--- config.mk ---
export PLATFORM = sky130hd
export DESIGN_NAME = umss_top
export DESIGN_NICKNAME = d
export VERILOG_FILES = /design/src/include/umss_pkg.sv /design/src/umss_top.sv
export SDC_FILE = /design/constraint.sdc
export NUM_CORES = 1
export LEC_CHECK = 0
export BUFFER_PORTS_ARGS = -buffer_cell sky130_fd_sc_hd__buf_2
export CAP_MARGIN = 30
export CORE_MARGIN = 2
export CORE_UTILIZATION = 47
export CTS_CLUSTER_SIZE = 14
export DETAILED_ROUTE_END_ITERATION = 8
export GPL_TIMING_DRIVEN = 0
export PLACE_DENSITY = 0.91
export SYNTH_ARGS = -nofsm -noshare
export SYNTH_HDL_FRONTEND = slang
export SYNTH_SLANG_ARGS = --single-unit
--- constraint.sdc ---
create_clock -name clk -period 2.6 [get_ports clk]
set_input_delay 0.26 -clock clk [delete_from_list [all_inputs] [get_ports clk]]
set_output_delay 0.26 -clock clk [all_outputs]
set_load 0.02 [all_outputs]
--- src/include/umss_pkg.sv ---
/*
 * Package of the modem-status and scratch register block: bus addresses,
 * field positions, reset values and the packed carriers shared by ports.
 * Assumes a 32-bit Avalon-MM byte address space and one peripheral clock.
 */
package umss_pkg;
    // register byte addresses
    localparam logic [31:0] MODEM_CONTROL_ADDR = 32'h50001010;
    localparam logic [31:0] MODEM_STATUS_ADDR = 32'h50001018;
    localparam logic [31:0] SPARE_STORAGE_ADDR = 32'h5000101C;
    localparam logic [31:0] INT_STATUS_ADDR = 32'h50001040;
    localparam logic [31:0] INT_CLEAR_ADDR = 32'h50001044;
    localparam logic [31:0] INT_ENABLE_ADDR = 32'h50001048;

    // modem_status field positions
    localparam int MS_CARRIER_BIT = 7;
    localparam int MS_RING_BIT = 6;
    localparam int MS_CTS_BIT = 4;
    localparam int MS_CARRIER_CHG_BIT = 3;
    localparam int MS_TERI_BIT = 2;
    localparam int MS_CTS_CHG_BIT = 0;

    // modem_control_register field positions
    localparam int MC_RTS_BIT = 1;
    localparam int MC_AUX_OUTPUT_ONE_BIT = 2;
    localparam int MC_AUX_OUTPUT_TWO_BIT = 3;
    localparam int MC_LOOP_BIT = 4;

    // event index in 3-bit vectors and interrupt registers
    localparam int EV_CTS = 0;
    localparam int EV_RING = 1;
    localparam int EV_CARRIER = 2;

    // reset values
    localparam logic [2:0] PIN_RESET = 3'h7;
    localparam logic [2:0] LEVEL_RESET = 3'h0;
    localparam logic [2:0] FLAG_RESET = 3'h0;
    localparam logic [2:0] INT_RESET = 3'h0;
    localparam logic [7:0] SPARE_RESET = 8'h00;
    localparam logic MC_BIT_RESET = 1'b0;
    localparam logic [31:0] READ_RESET = 32'h00000000;

    typedef struct packed {
        logic read;
        logic write;
        logic [31:0] address;
        logic [31:0] writedata;
        logic [3:0] byteenable;
    } umss_av_req_t;

    // active-low modem lines, ordered as the event index
    typedef struct packed {
        logic carrier_low;
        logic ring_in_low;
        logic cts_low;
    } umss_modem_in_t;

    typedef struct packed {
        logic [2:0] sync1;
        logic [2:0] sync2;
        logic [2:0] sync3;
        logic [2:0] filt;
        logic [2:0] prev;
        logic [2:0] flag;
        logic loopback;
        logic aux_output_two;
        logic aux_output_one;
        logic rts;
        logic [7:0] spare_storage_field;
        logic [2:0] int_en;
        logic [2:0] int_st;
        logic [2:0] clr_mask;
        logic waitreq;
        logic [31:0] readdata;
        logic irq;
    } umss_state_t;
endpackage : umss_pkg

--- src/umss_top.sv ---
/*
 * Modem-status and scratch register block of a serial port controller,
 * an Avalon-MM slave with waitrequest and one level interrupt.
 * Assumes modem lines arrive asynchronously and one clock at 25 MHz.
 */
// Decided for this implementation: register access over Avalon-MM.
// Operation
// - status bit 7 shows inverted carrier input
// - status bit 6 shows inverted ring input
// - status bit 4 shows inverted clear-to-send input
// - loopback: carrier bit follows aux output two
// - loopback: ring bit follows aux output one
// - loopback: clear-to-send bit follows request-to-send
// - bit 3 latches carrier change, read clears
// - loopback: carrier change watches aux output two
// - carrier held asserted over reset sets flag
// - bit 2 latches ring trailing edge, read clears
// - loopback: trailing edge on aux one falling
// - bit 0 latches clear-to-send change, read clears
// - loopback: change flag watches request-to-send
// - clear-to-send held asserted over reset sets flag
// - eight-bit scratch storage, resets zero, no side effect
`timescale 1ns/1ns
module umss_top (
    // clock and reset
    input wire logic clk,
    input wire logic rst,
    // register bus
    input wire umss_pkg::umss_av_req_t avs_req,
    output logic [31:0] avs_readdata,
    output logic avs_waitrequest,
    // modem lines
    input wire umss_pkg::umss_modem_in_t modem_in,
    // interrupt
    output logic irq
);
    import umss_pkg::*;

    umss_state_t s;
    umss_state_t next_s;
    logic [2:0] src;
    logic [2:0] ev;
    logic req;
    logic acc;
    logic cap;
    logic [2:0] rd_clr;
    logic [2:0] int_clr;
    logic [31:0] rd_word;

    function automatic logic hit(input logic [31:0] addr, input logic [31:0] target);
        hit = (addr == target);
    endfunction : hit

    function automatic logic [31:0] status_word(input logic [2:0] lvl, input logic [2:0] fl);
        logic [31:0] w;
        w = READ_RESET;
        w[MS_CARRIER_BIT] = lvl[EV_CARRIER];
        w[MS_RING_BIT] = lvl[EV_RING];
        w[MS_CTS_BIT] = lvl[EV_CTS];
        w[MS_CARRIER_CHG_BIT] = fl[EV_CARRIER];
        w[MS_TERI_BIT] = fl[EV_RING];
        w[MS_CTS_CHG_BIT] = fl[EV_CTS];
        status_word = w;
    endfunction : status_word

    // asserted levels; in loopback the control bits replace the pins
    assign src = s.loopback ? {s.aux_output_two, s.aux_output_one, s.rts}
        : ~s.filt;

    // change on the selected source, so loopback retargets the flags too
    assign ev[EV_CARRIER] = src[EV_CARRIER] ^ s.prev[EV_CARRIER];
    assign ev[EV_RING] = s.prev[EV_RING] & ~src[EV_RING];
    assign ev[EV_CTS] = src[EV_CTS] ^ s.prev[EV_CTS];

    assign req = avs_req.read | avs_req.write;
    assign cap = req & s.waitreq;
    assign acc = req & ~s.waitreq;

    // only bits returned to software are cleared, so a later edge survives
    assign rd_clr = (acc && avs_req.read && hit(avs_req.address, MODEM_STATUS_ADDR))
        ? s.clr_mask : FLAG_RESET;
    assign int_clr = (acc && avs_req.write && avs_req.byteenable[0]
        && hit(avs_req.address, INT_CLEAR_ADDR)) ? avs_req.writedata[2:0] : INT_RESET;

    always_comb begin
        rd_word = READ_RESET;
        if (hit(avs_req.address, MODEM_STATUS_ADDR)) begin
            rd_word = status_word(src, s.flag);
        end else if (hit(avs_req.address, SPARE_STORAGE_ADDR)) begin
            rd_word[7:0] = s.spare_storage_field;
        end else if (hit(avs_req.address, MODEM_CONTROL_ADDR)) begin
            rd_word[MC_RTS_BIT] = s.rts;
            rd_word[MC_AUX_OUTPUT_ONE_BIT] = s.aux_output_one;
            rd_word[MC_AUX_OUTPUT_TWO_BIT] = s.aux_output_two;
            rd_word[MC_LOOP_BIT] = s.loopback;
        end else if (hit(avs_req.address, INT_STATUS_ADDR)) begin
            rd_word[2:0] = s.int_st;
        end else if (hit(avs_req.address, INT_ENABLE_ADDR)) begin
            rd_word[2:0] = s.int_en;
        end
    end

    always_comb begin
        next_s = s;
        // three-stage synchroniser, change taken when stages two and three agree
        next_s.sync1 = modem_in;
        next_s.sync2 = s.sync1;
        next_s.sync3 = s.sync2;
        for (int i = 0; i < 3; i++) begin
            if (s.sync2[i] == s.sync3[i]) begin
                next_s.filt[i] = s.sync3[i];
            end
        end
        // prev resets deasserted: a carrier or clear-to-send line held low over reset reads as a change
        next_s.prev = src;
        // set wins over clear
        next_s.flag = (s.flag & ~rd_clr) | ev;
        next_s.int_st = (s.int_st & ~int_clr) | ev;
        if (acc && avs_req.write && avs_req.byteenable[0]) begin
            if (hit(avs_req.address, SPARE_STORAGE_ADDR)) begin
                next_s.spare_storage_field = avs_req.writedata[7:0];
            end
            if (hit(avs_req.address, MODEM_CONTROL_ADDR)) begin
                next_s.rts = avs_req.writedata[MC_RTS_BIT];
                next_s.aux_output_one = avs_req.writedata[MC_AUX_OUTPUT_ONE_BIT];
                next_s.aux_output_two = avs_req.writedata[MC_AUX_OUTPUT_TWO_BIT];
                next_s.loopback = avs_req.writedata[MC_LOOP_BIT];
            end
            if (hit(avs_req.address, INT_ENABLE_ADDR)) begin
                next_s.int_en = avs_req.writedata[2:0];
            end
        end
        // fixed two-cycle handshake: capture, then answer
        if (cap) begin
            next_s.waitreq = 1'b0;
            next_s.readdata = avs_req.read ? rd_word : READ_RESET;
            next_s.clr_mask = (avs_req.read && hit(avs_req.address, MODEM_STATUS_ADDR))
                ? s.flag : FLAG_RESET;
        end
        if (acc) begin
            next_s.waitreq = 1'b1;
            next_s.clr_mask = FLAG_RESET;
        end
        next_s.irq = |(next_s.int_st & next_s.int_en);
    end

    always_ff @(posedge clk) begin
        if (rst) begin
            s.sync1 <= PIN_RESET;
            s.sync2 <= PIN_RESET;
            s.sync3 <= PIN_RESET;
            s.filt <= PIN_RESET;
            s.prev <= LEVEL_RESET;
            s.flag <= FLAG_RESET;
            s.loopback <= MC_BIT_RESET;
            s.aux_output_two <= MC_BIT_RESET;
            s.aux_output_one <= MC_BIT_RESET;
            s.rts <= MC_BIT_RESET;
            s.spare_storage_field <= SPARE_RESET;
            s.int_en <= INT_RESET;
            s.int_st <= INT_RESET;
            s.clr_mask <= FLAG_RESET;
            s.waitreq <= 1'b1;
            s.readdata <= READ_RESET;
            s.irq <= 1'b0;
        end else begin
            s <= next_s;
        end
    end

    assign avs_readdata = s.readdata;
    assign avs_waitrequest = s.waitreq;
    assign irq = s.irq;

    // checks
    logic cap_ms;
    logic acc_ms;
    assign cap_ms = cap && avs_req.read && hit(avs_req.address, MODEM_STATUS_ADDR);
    assign acc_ms = acc && avs_req.read && hit(avs_req.address, MODEM_STATUS_ADDR);
endmodule : umss_top

Word level (Yosys, flattened, before mapping)
Cells that the tools add are included.
{"block": "op_classes", "reduce_logical": 10, "mux": 15, "bitwise": 16, "n_eq_ne": 9}
{"operator": "32-bit by 31-bit == test with 1-bit output (second input constant)", "count": 6}
{"operator": "3-bit 2-to-1 mux", "count": 9}
{"operator": "8-bit 2-to-1 mux", "count": 2}
{"operator": "3-bit AND", "count": 3}
{"operator": "3-bit inverter", "count": 3}
{"operator": "1-bit logical AND", "count": 6}
{"operator": "3-bit bitwise OR", "count": 2}
{"operator": "5-bit 2-to-1 mux", "count": 1}
{"operator": "2-bit 2-to-1 mux", "count": 2}
{"operator": "2-bit AND reduction", "count": 2}
{"operator": "1-bit AND", "count": 3}
{"operator": "1-bit == test", "count": 3}
{"operator": "3-bit OR reduction", "count": 1}
{"operator": "1-bit inverter", "count": 2}
{"operator": "2-bit OR reduction", "count": 1}
{"operator": "1-bit XOR", "count": 2}
{"operator": "1-bit 2-to-1 mux", "count": 1}
{"operator": "1-bit bitwise OR", "count": 1}
{"block": "totals", "reg_bits": 73}

Depth between registers and ports, before layout
{"block": "logic_depth", "ltp_word": 11, "depth_mapped": 8}

Least setup slack after synthesis
OpenSTA, ideal clock, no wires.
{"block": "synth_path", "path_type": "input-to-reg", "startpoint": "in avs_req[56] in the netlist's numbering", "endpoint": "reg irq (netlist name)", "stages": 6, "path_buffers": 0, "arrival_time_ns": 1.774, "path_slack_ns": 0.699, "required_ns": 2.473, "cell_sequence": "nor4_4 -> nand4_4 -> nor4_4 -> mux2i_1 -> nor4_1 -> or3_1"}
{"block": "synth_between", "elab_chain_len": 8, "elab_cells_between_ends": 11, "cone_classes": "eq/ne: 2; mux: 3; bitwise: 4; reduce/logical: 2"}
{"element": "start, declared", "line_no": "umss_top.sv:29", "rtl": "input wire umss_pkg::umss_av_req_t avs_req,"}
{"element": "32-bit by 31-bit == test with 1-bit output", "line_no": "umss_top.sv:51", "rtl": "hit = (addr == target);"}
{"element": "1-bit logical AND", "line_no": "umss_top.sv:83", "rtl": "&& hit(avs_req.address, INT_CLEAR_ADDR)) ? avs_req.writedata[2:0] : INT_RESET;"}
{"element": "3-bit 2-to-1 mux", "line_no": "umss_top.sv:83"}
{"element": "3-bit inverter", "line_no": "umss_top.sv:118", "rtl": "next_s.int_st = (s.int_st & ~int_clr) | ev;"}
{"element": "3-bit AND", "line_no": "umss_top.sv:118"}
{"element": "3-bit bitwise OR", "line_no": "umss_top.sv:118"}
{"element": "3-bit AND (*)", "line_no": "umss_top.sv:144", "rtl": "next_s.irq = |(next_s.int_st & next_s.int_en);"}
{"element": "3-bit OR reduction (*)", "line_no": "umss_top.sv:144"}
Mark *: on every way between the ends. The rest lies on a longest branch, timed or not.
A chain may end at the register's enable or synchronous reset.

Worst setup path after layout
{"block": "layout_path", "startpoint": "reg s[54] in the netlist's numbering", "endpoint": "reg irq (netlist name)"}
{"block": "layout_between", "elab_chain_len": 6, "elab_cells_between_ends": 8, "cone_classes": "mux: 1; bitwise: 6; reduce/logical: 1"}
{"element": "start, declared", "line_no": "umss_top.sv:39", "rtl": "umss_state_t s;"}
{"element": "start signal, assigned", "line_no": "umss_top.sv:167", "rtl": "s <= next_s;"}
{"element": "3-bit 2-to-1 mux (*)", "line_no": "umss_top.sv:67", "rtl": "assign src = s.loopback ? {s.aux_output_two, s.aux_output_one, s.rts}"}
{"element": "1-bit inverter", "line_no": "umss_top.sv:72", "rtl": "assign ev[EV_RING] = s.prev[EV_RING] & ~src[EV_RING];"}
{"element": "1-bit AND", "line_no": "umss_top.sv:72"}
{"element": "3-bit bitwise OR (*)", "line_no": "umss_top.sv:118"}
{"element": "3-bit AND (*)", "line_no": "umss_top.sv:144"}
{"element": "3-bit OR reduction (*)", "line_no": "umss_top.sv:144"}
Marks and branches as above.

==> metrics.md <==
| Metric | Value |
|---|---|
| Status | finished, final reports clean |
| Total congestion overflow | 0 |
| DR pass1 iterations | 4 |
| Clock sink count | 49 |
| Switching Share | 23.63% |
| Critical path arrival | 2.20 ns |
| Num CTS Buffers | 5 |
| CTS max path bufs | 2 |
| Mapped Avg Cell Area | 9.183 um^2 |
| Post-Route Setup TNS | 0 ns |
| Final WS setup | 0.5892 ns |
| Proportion of layout cells with a drive suffix above 1 | 35.04% |
| Initial antenna violation count | 0 |
| Final Max Slew Viols | 0 |
| Area of the multi-input gates | 1220 um^2 |
| Yosys cell types | 42 |
| Area leader, netlist | dfxtp_1 |
| GRT Total Usage | 18.64% |
| Clock skew | 0.01038 ns |
| Sw power | 343.3 uW |
| Fmax | 497.3 MHz |
| Critical Path Fanout Max | 5 |
| Pwr per Cell Area | 485.8 nW/um^2 |
| Avg Vias per Cell | 4.876 |
| DRC | 0 |
| Int Pwr | 1.110 mW |
| Area growth, synth to finish | 22.93% |
| CTS resizes | 0 |
| RSZ-0062 raised after global routing | false |
| H-tree Lvls | 2 |
| Post-CTS Setup Inserts | 0 |
| Hold buffer count at CTS | 0 |
| Comb power frac | 11.6% |
| Seq/Total Area, Yosys | 40.31% |
| Max cap viols | 0 |
| FFs w/ async S/R, synth | 0% |
| Worst slew margin | 63.16% |
| CTS tree | done |
| Rows | 26 |
| R2R cell count | 6 |
| Gpl congestion | 0.8938 |
| First-pass GRT wire length | 8763 um |
| Synth Instances | 265 |
| Place WS | 0.3157 ns |
| WHS | 0.1381 ns |
| EDFF count, synth | 0 |
| Initial drt markers | 86 |
| Share of the cycle needed by the critical path after routing | 77.34% |
| I/O Buffers | 56 |
| Startpoint types | flip-flop |
| Die area | 5769 um^2 |
| Filler cells | 417 |
| Synth top area share | 40.31% |
| Core area | 5042 um^2 |
| Critical path class | reg -> reg |
| DRT antenna net count | 0 |
| #FFs+latches synth | 49 |
| Detailed-route via count | 2053 |
| Die Ht | 75.96 um |
| Required @ worst endpoint | 2.79 ns |
| Largest cells by area after synthesis | dfxtp_1, buf_4, mux2i_1 |
| Most common cell in the netlist | dfxtp_1 |
| Top FF cell, synth | dfxtp_1 |
| Clock Power Share | 35.8% |
| Synth top cells by count | dfxtp_1, buf_4, nor2_1 |
| Initial Utilization | 48.26% |
| Largest net degree at the start of global routing | 15 |
| Vias in the first global route | 1979 |
| Register area | 980.9 um^2 |
| Worst-margin pin slew | 0.5526 ns |
| Hold Path Class | in -> reg |
| Final HPWL DP | 4209 um |
| Crit end category | flip-flop |
| Worst hold path depth | 2 |
| Synth warn | 0 |
| Chip width | 75.96 um |
| Final count of hold timing violations | 0 |
| Post-synthesis instance area | 2434 um^2 |
| Wire per inst | 12.71 um |
| Leak pwr | 1.357 nW |
| Clk root buf | clkbuf_8 |
| Antenna diode count | 0 |
| Reg clk slew, reported paths | 0.09 ns |
| Final Setup Violations | 0 |
| WL final | 5350 um |
| Max VDD drop | 367.6 uV |
| Min cycle time layout | 2.011 ns |
| Part of the power in registers | 52.5% |
| IO Pins | 109 |
| Final-stage net count | 426 |
| Skew-Pair Late Insertion Delay | 0.30 ns |
[critical path: stages (launching register included)]
cell      delay [ns]
dfxtp_1         0.31
clkbuf_1        0.25
mux2i_1         0.40
xor2_1          0.31
and3_1          0.22
nor4_1          0.05
or3_1           0.37
[layout by cell type, fill, tap and decap left out, types with 9 or more instances in the layout]
cell and count:
a22oi_1 11, dfxtp_1 49, buf_2 59, mux2i_1 20
a21oi_1 12, buf_4 32, conb_1 24, clkbuf_1 9
o21ai_0 9, nor2_1 31, nand2_1 10, or2_2 10
[cells by family (layout without fill, tap and decap cells)]
family | count (synthesis) | in the layout | share of synthesized area [%]
xor gates and xnor gates | 2 | 2 | 0.7199
other | 1 | 24 | 0.1541
AOI/OAI and AO/OA | 45 | 45 | 12.24
muxes | 20 | 20 | 8.226
and+or+nand+nor | 96 | 96 | 25.24
DFF | 49 | 49 | 40.31
buffers and inverters | 52 | 115 | 13.11
[power groups by stage]
stage / clock (mW) / combinational [mW] / sequential (mW)
after floorplan: 0 / 0.106 / 0.782
after global placement: 0 / 0.164 / 0.781
after detailed placement: 0 / 0.167 / 0.781
after CTS: 0.532 / 0.167 / 0.763
after global routing: 0.558 / 0.182 / 0.765
final: 0.521 / 0.169 / 0.763
[final timing paths]
check                        start                    end  slack [ns]
min                    modem_in[1]  next_s[68]$_SDFF_PP1_        0.14
max reg2reg     s[54]$_SDFFE_PP0P_         irq$_SDFF_PP0_        0.59
min reg2reg  next_s[67]$_SDFF_PP1_  next_s[64]$_SDFF_PP1_        0.41
max             s[54]$_SDFFE_PP0P_         irq$_SDFF_PP0_        0.59
[metrics by stage]
stage               util, %  total power, mW  area, um^2  instances
CTS                   59.33            1.462        2992        421
global placement      57.27           0.9448        2888        414
global route          59.33            1.505        2992        421
finish                59.33            1.453        2992        421
detailed placement    57.27           0.9477        2888        414
floorplan                 -           0.8875        2520        288
[area by class of cell]
cell class | instances | share of cell area, %
buffer | 44 | 9.661
inverter | 8 | 1.004
timing repair buffer | 56 | 9.368
tap | 70 | 2.928
sequential | 49 | 32.79
clock buffer | 5 | 2.300
multi-input combinational | 187 | 40.78
clock inverter | 2 | 1.171
[registers in the layout (all words and copies together), names as in the netlist]
name and flops:
s 33, avs_readdata 8, next_s 6, avs_waitrequest 1
irq 1
[metal layers]
layer	GRT usage, %	share of wire (%)	up-vias
met5	0	0	-
met4	5.636	1.0	0
met3	5.714	7.1	8
met2	34.29	50	75
met1	20.54	42	939
li1	-	-	1031
(Power assumes the default switching activity.)
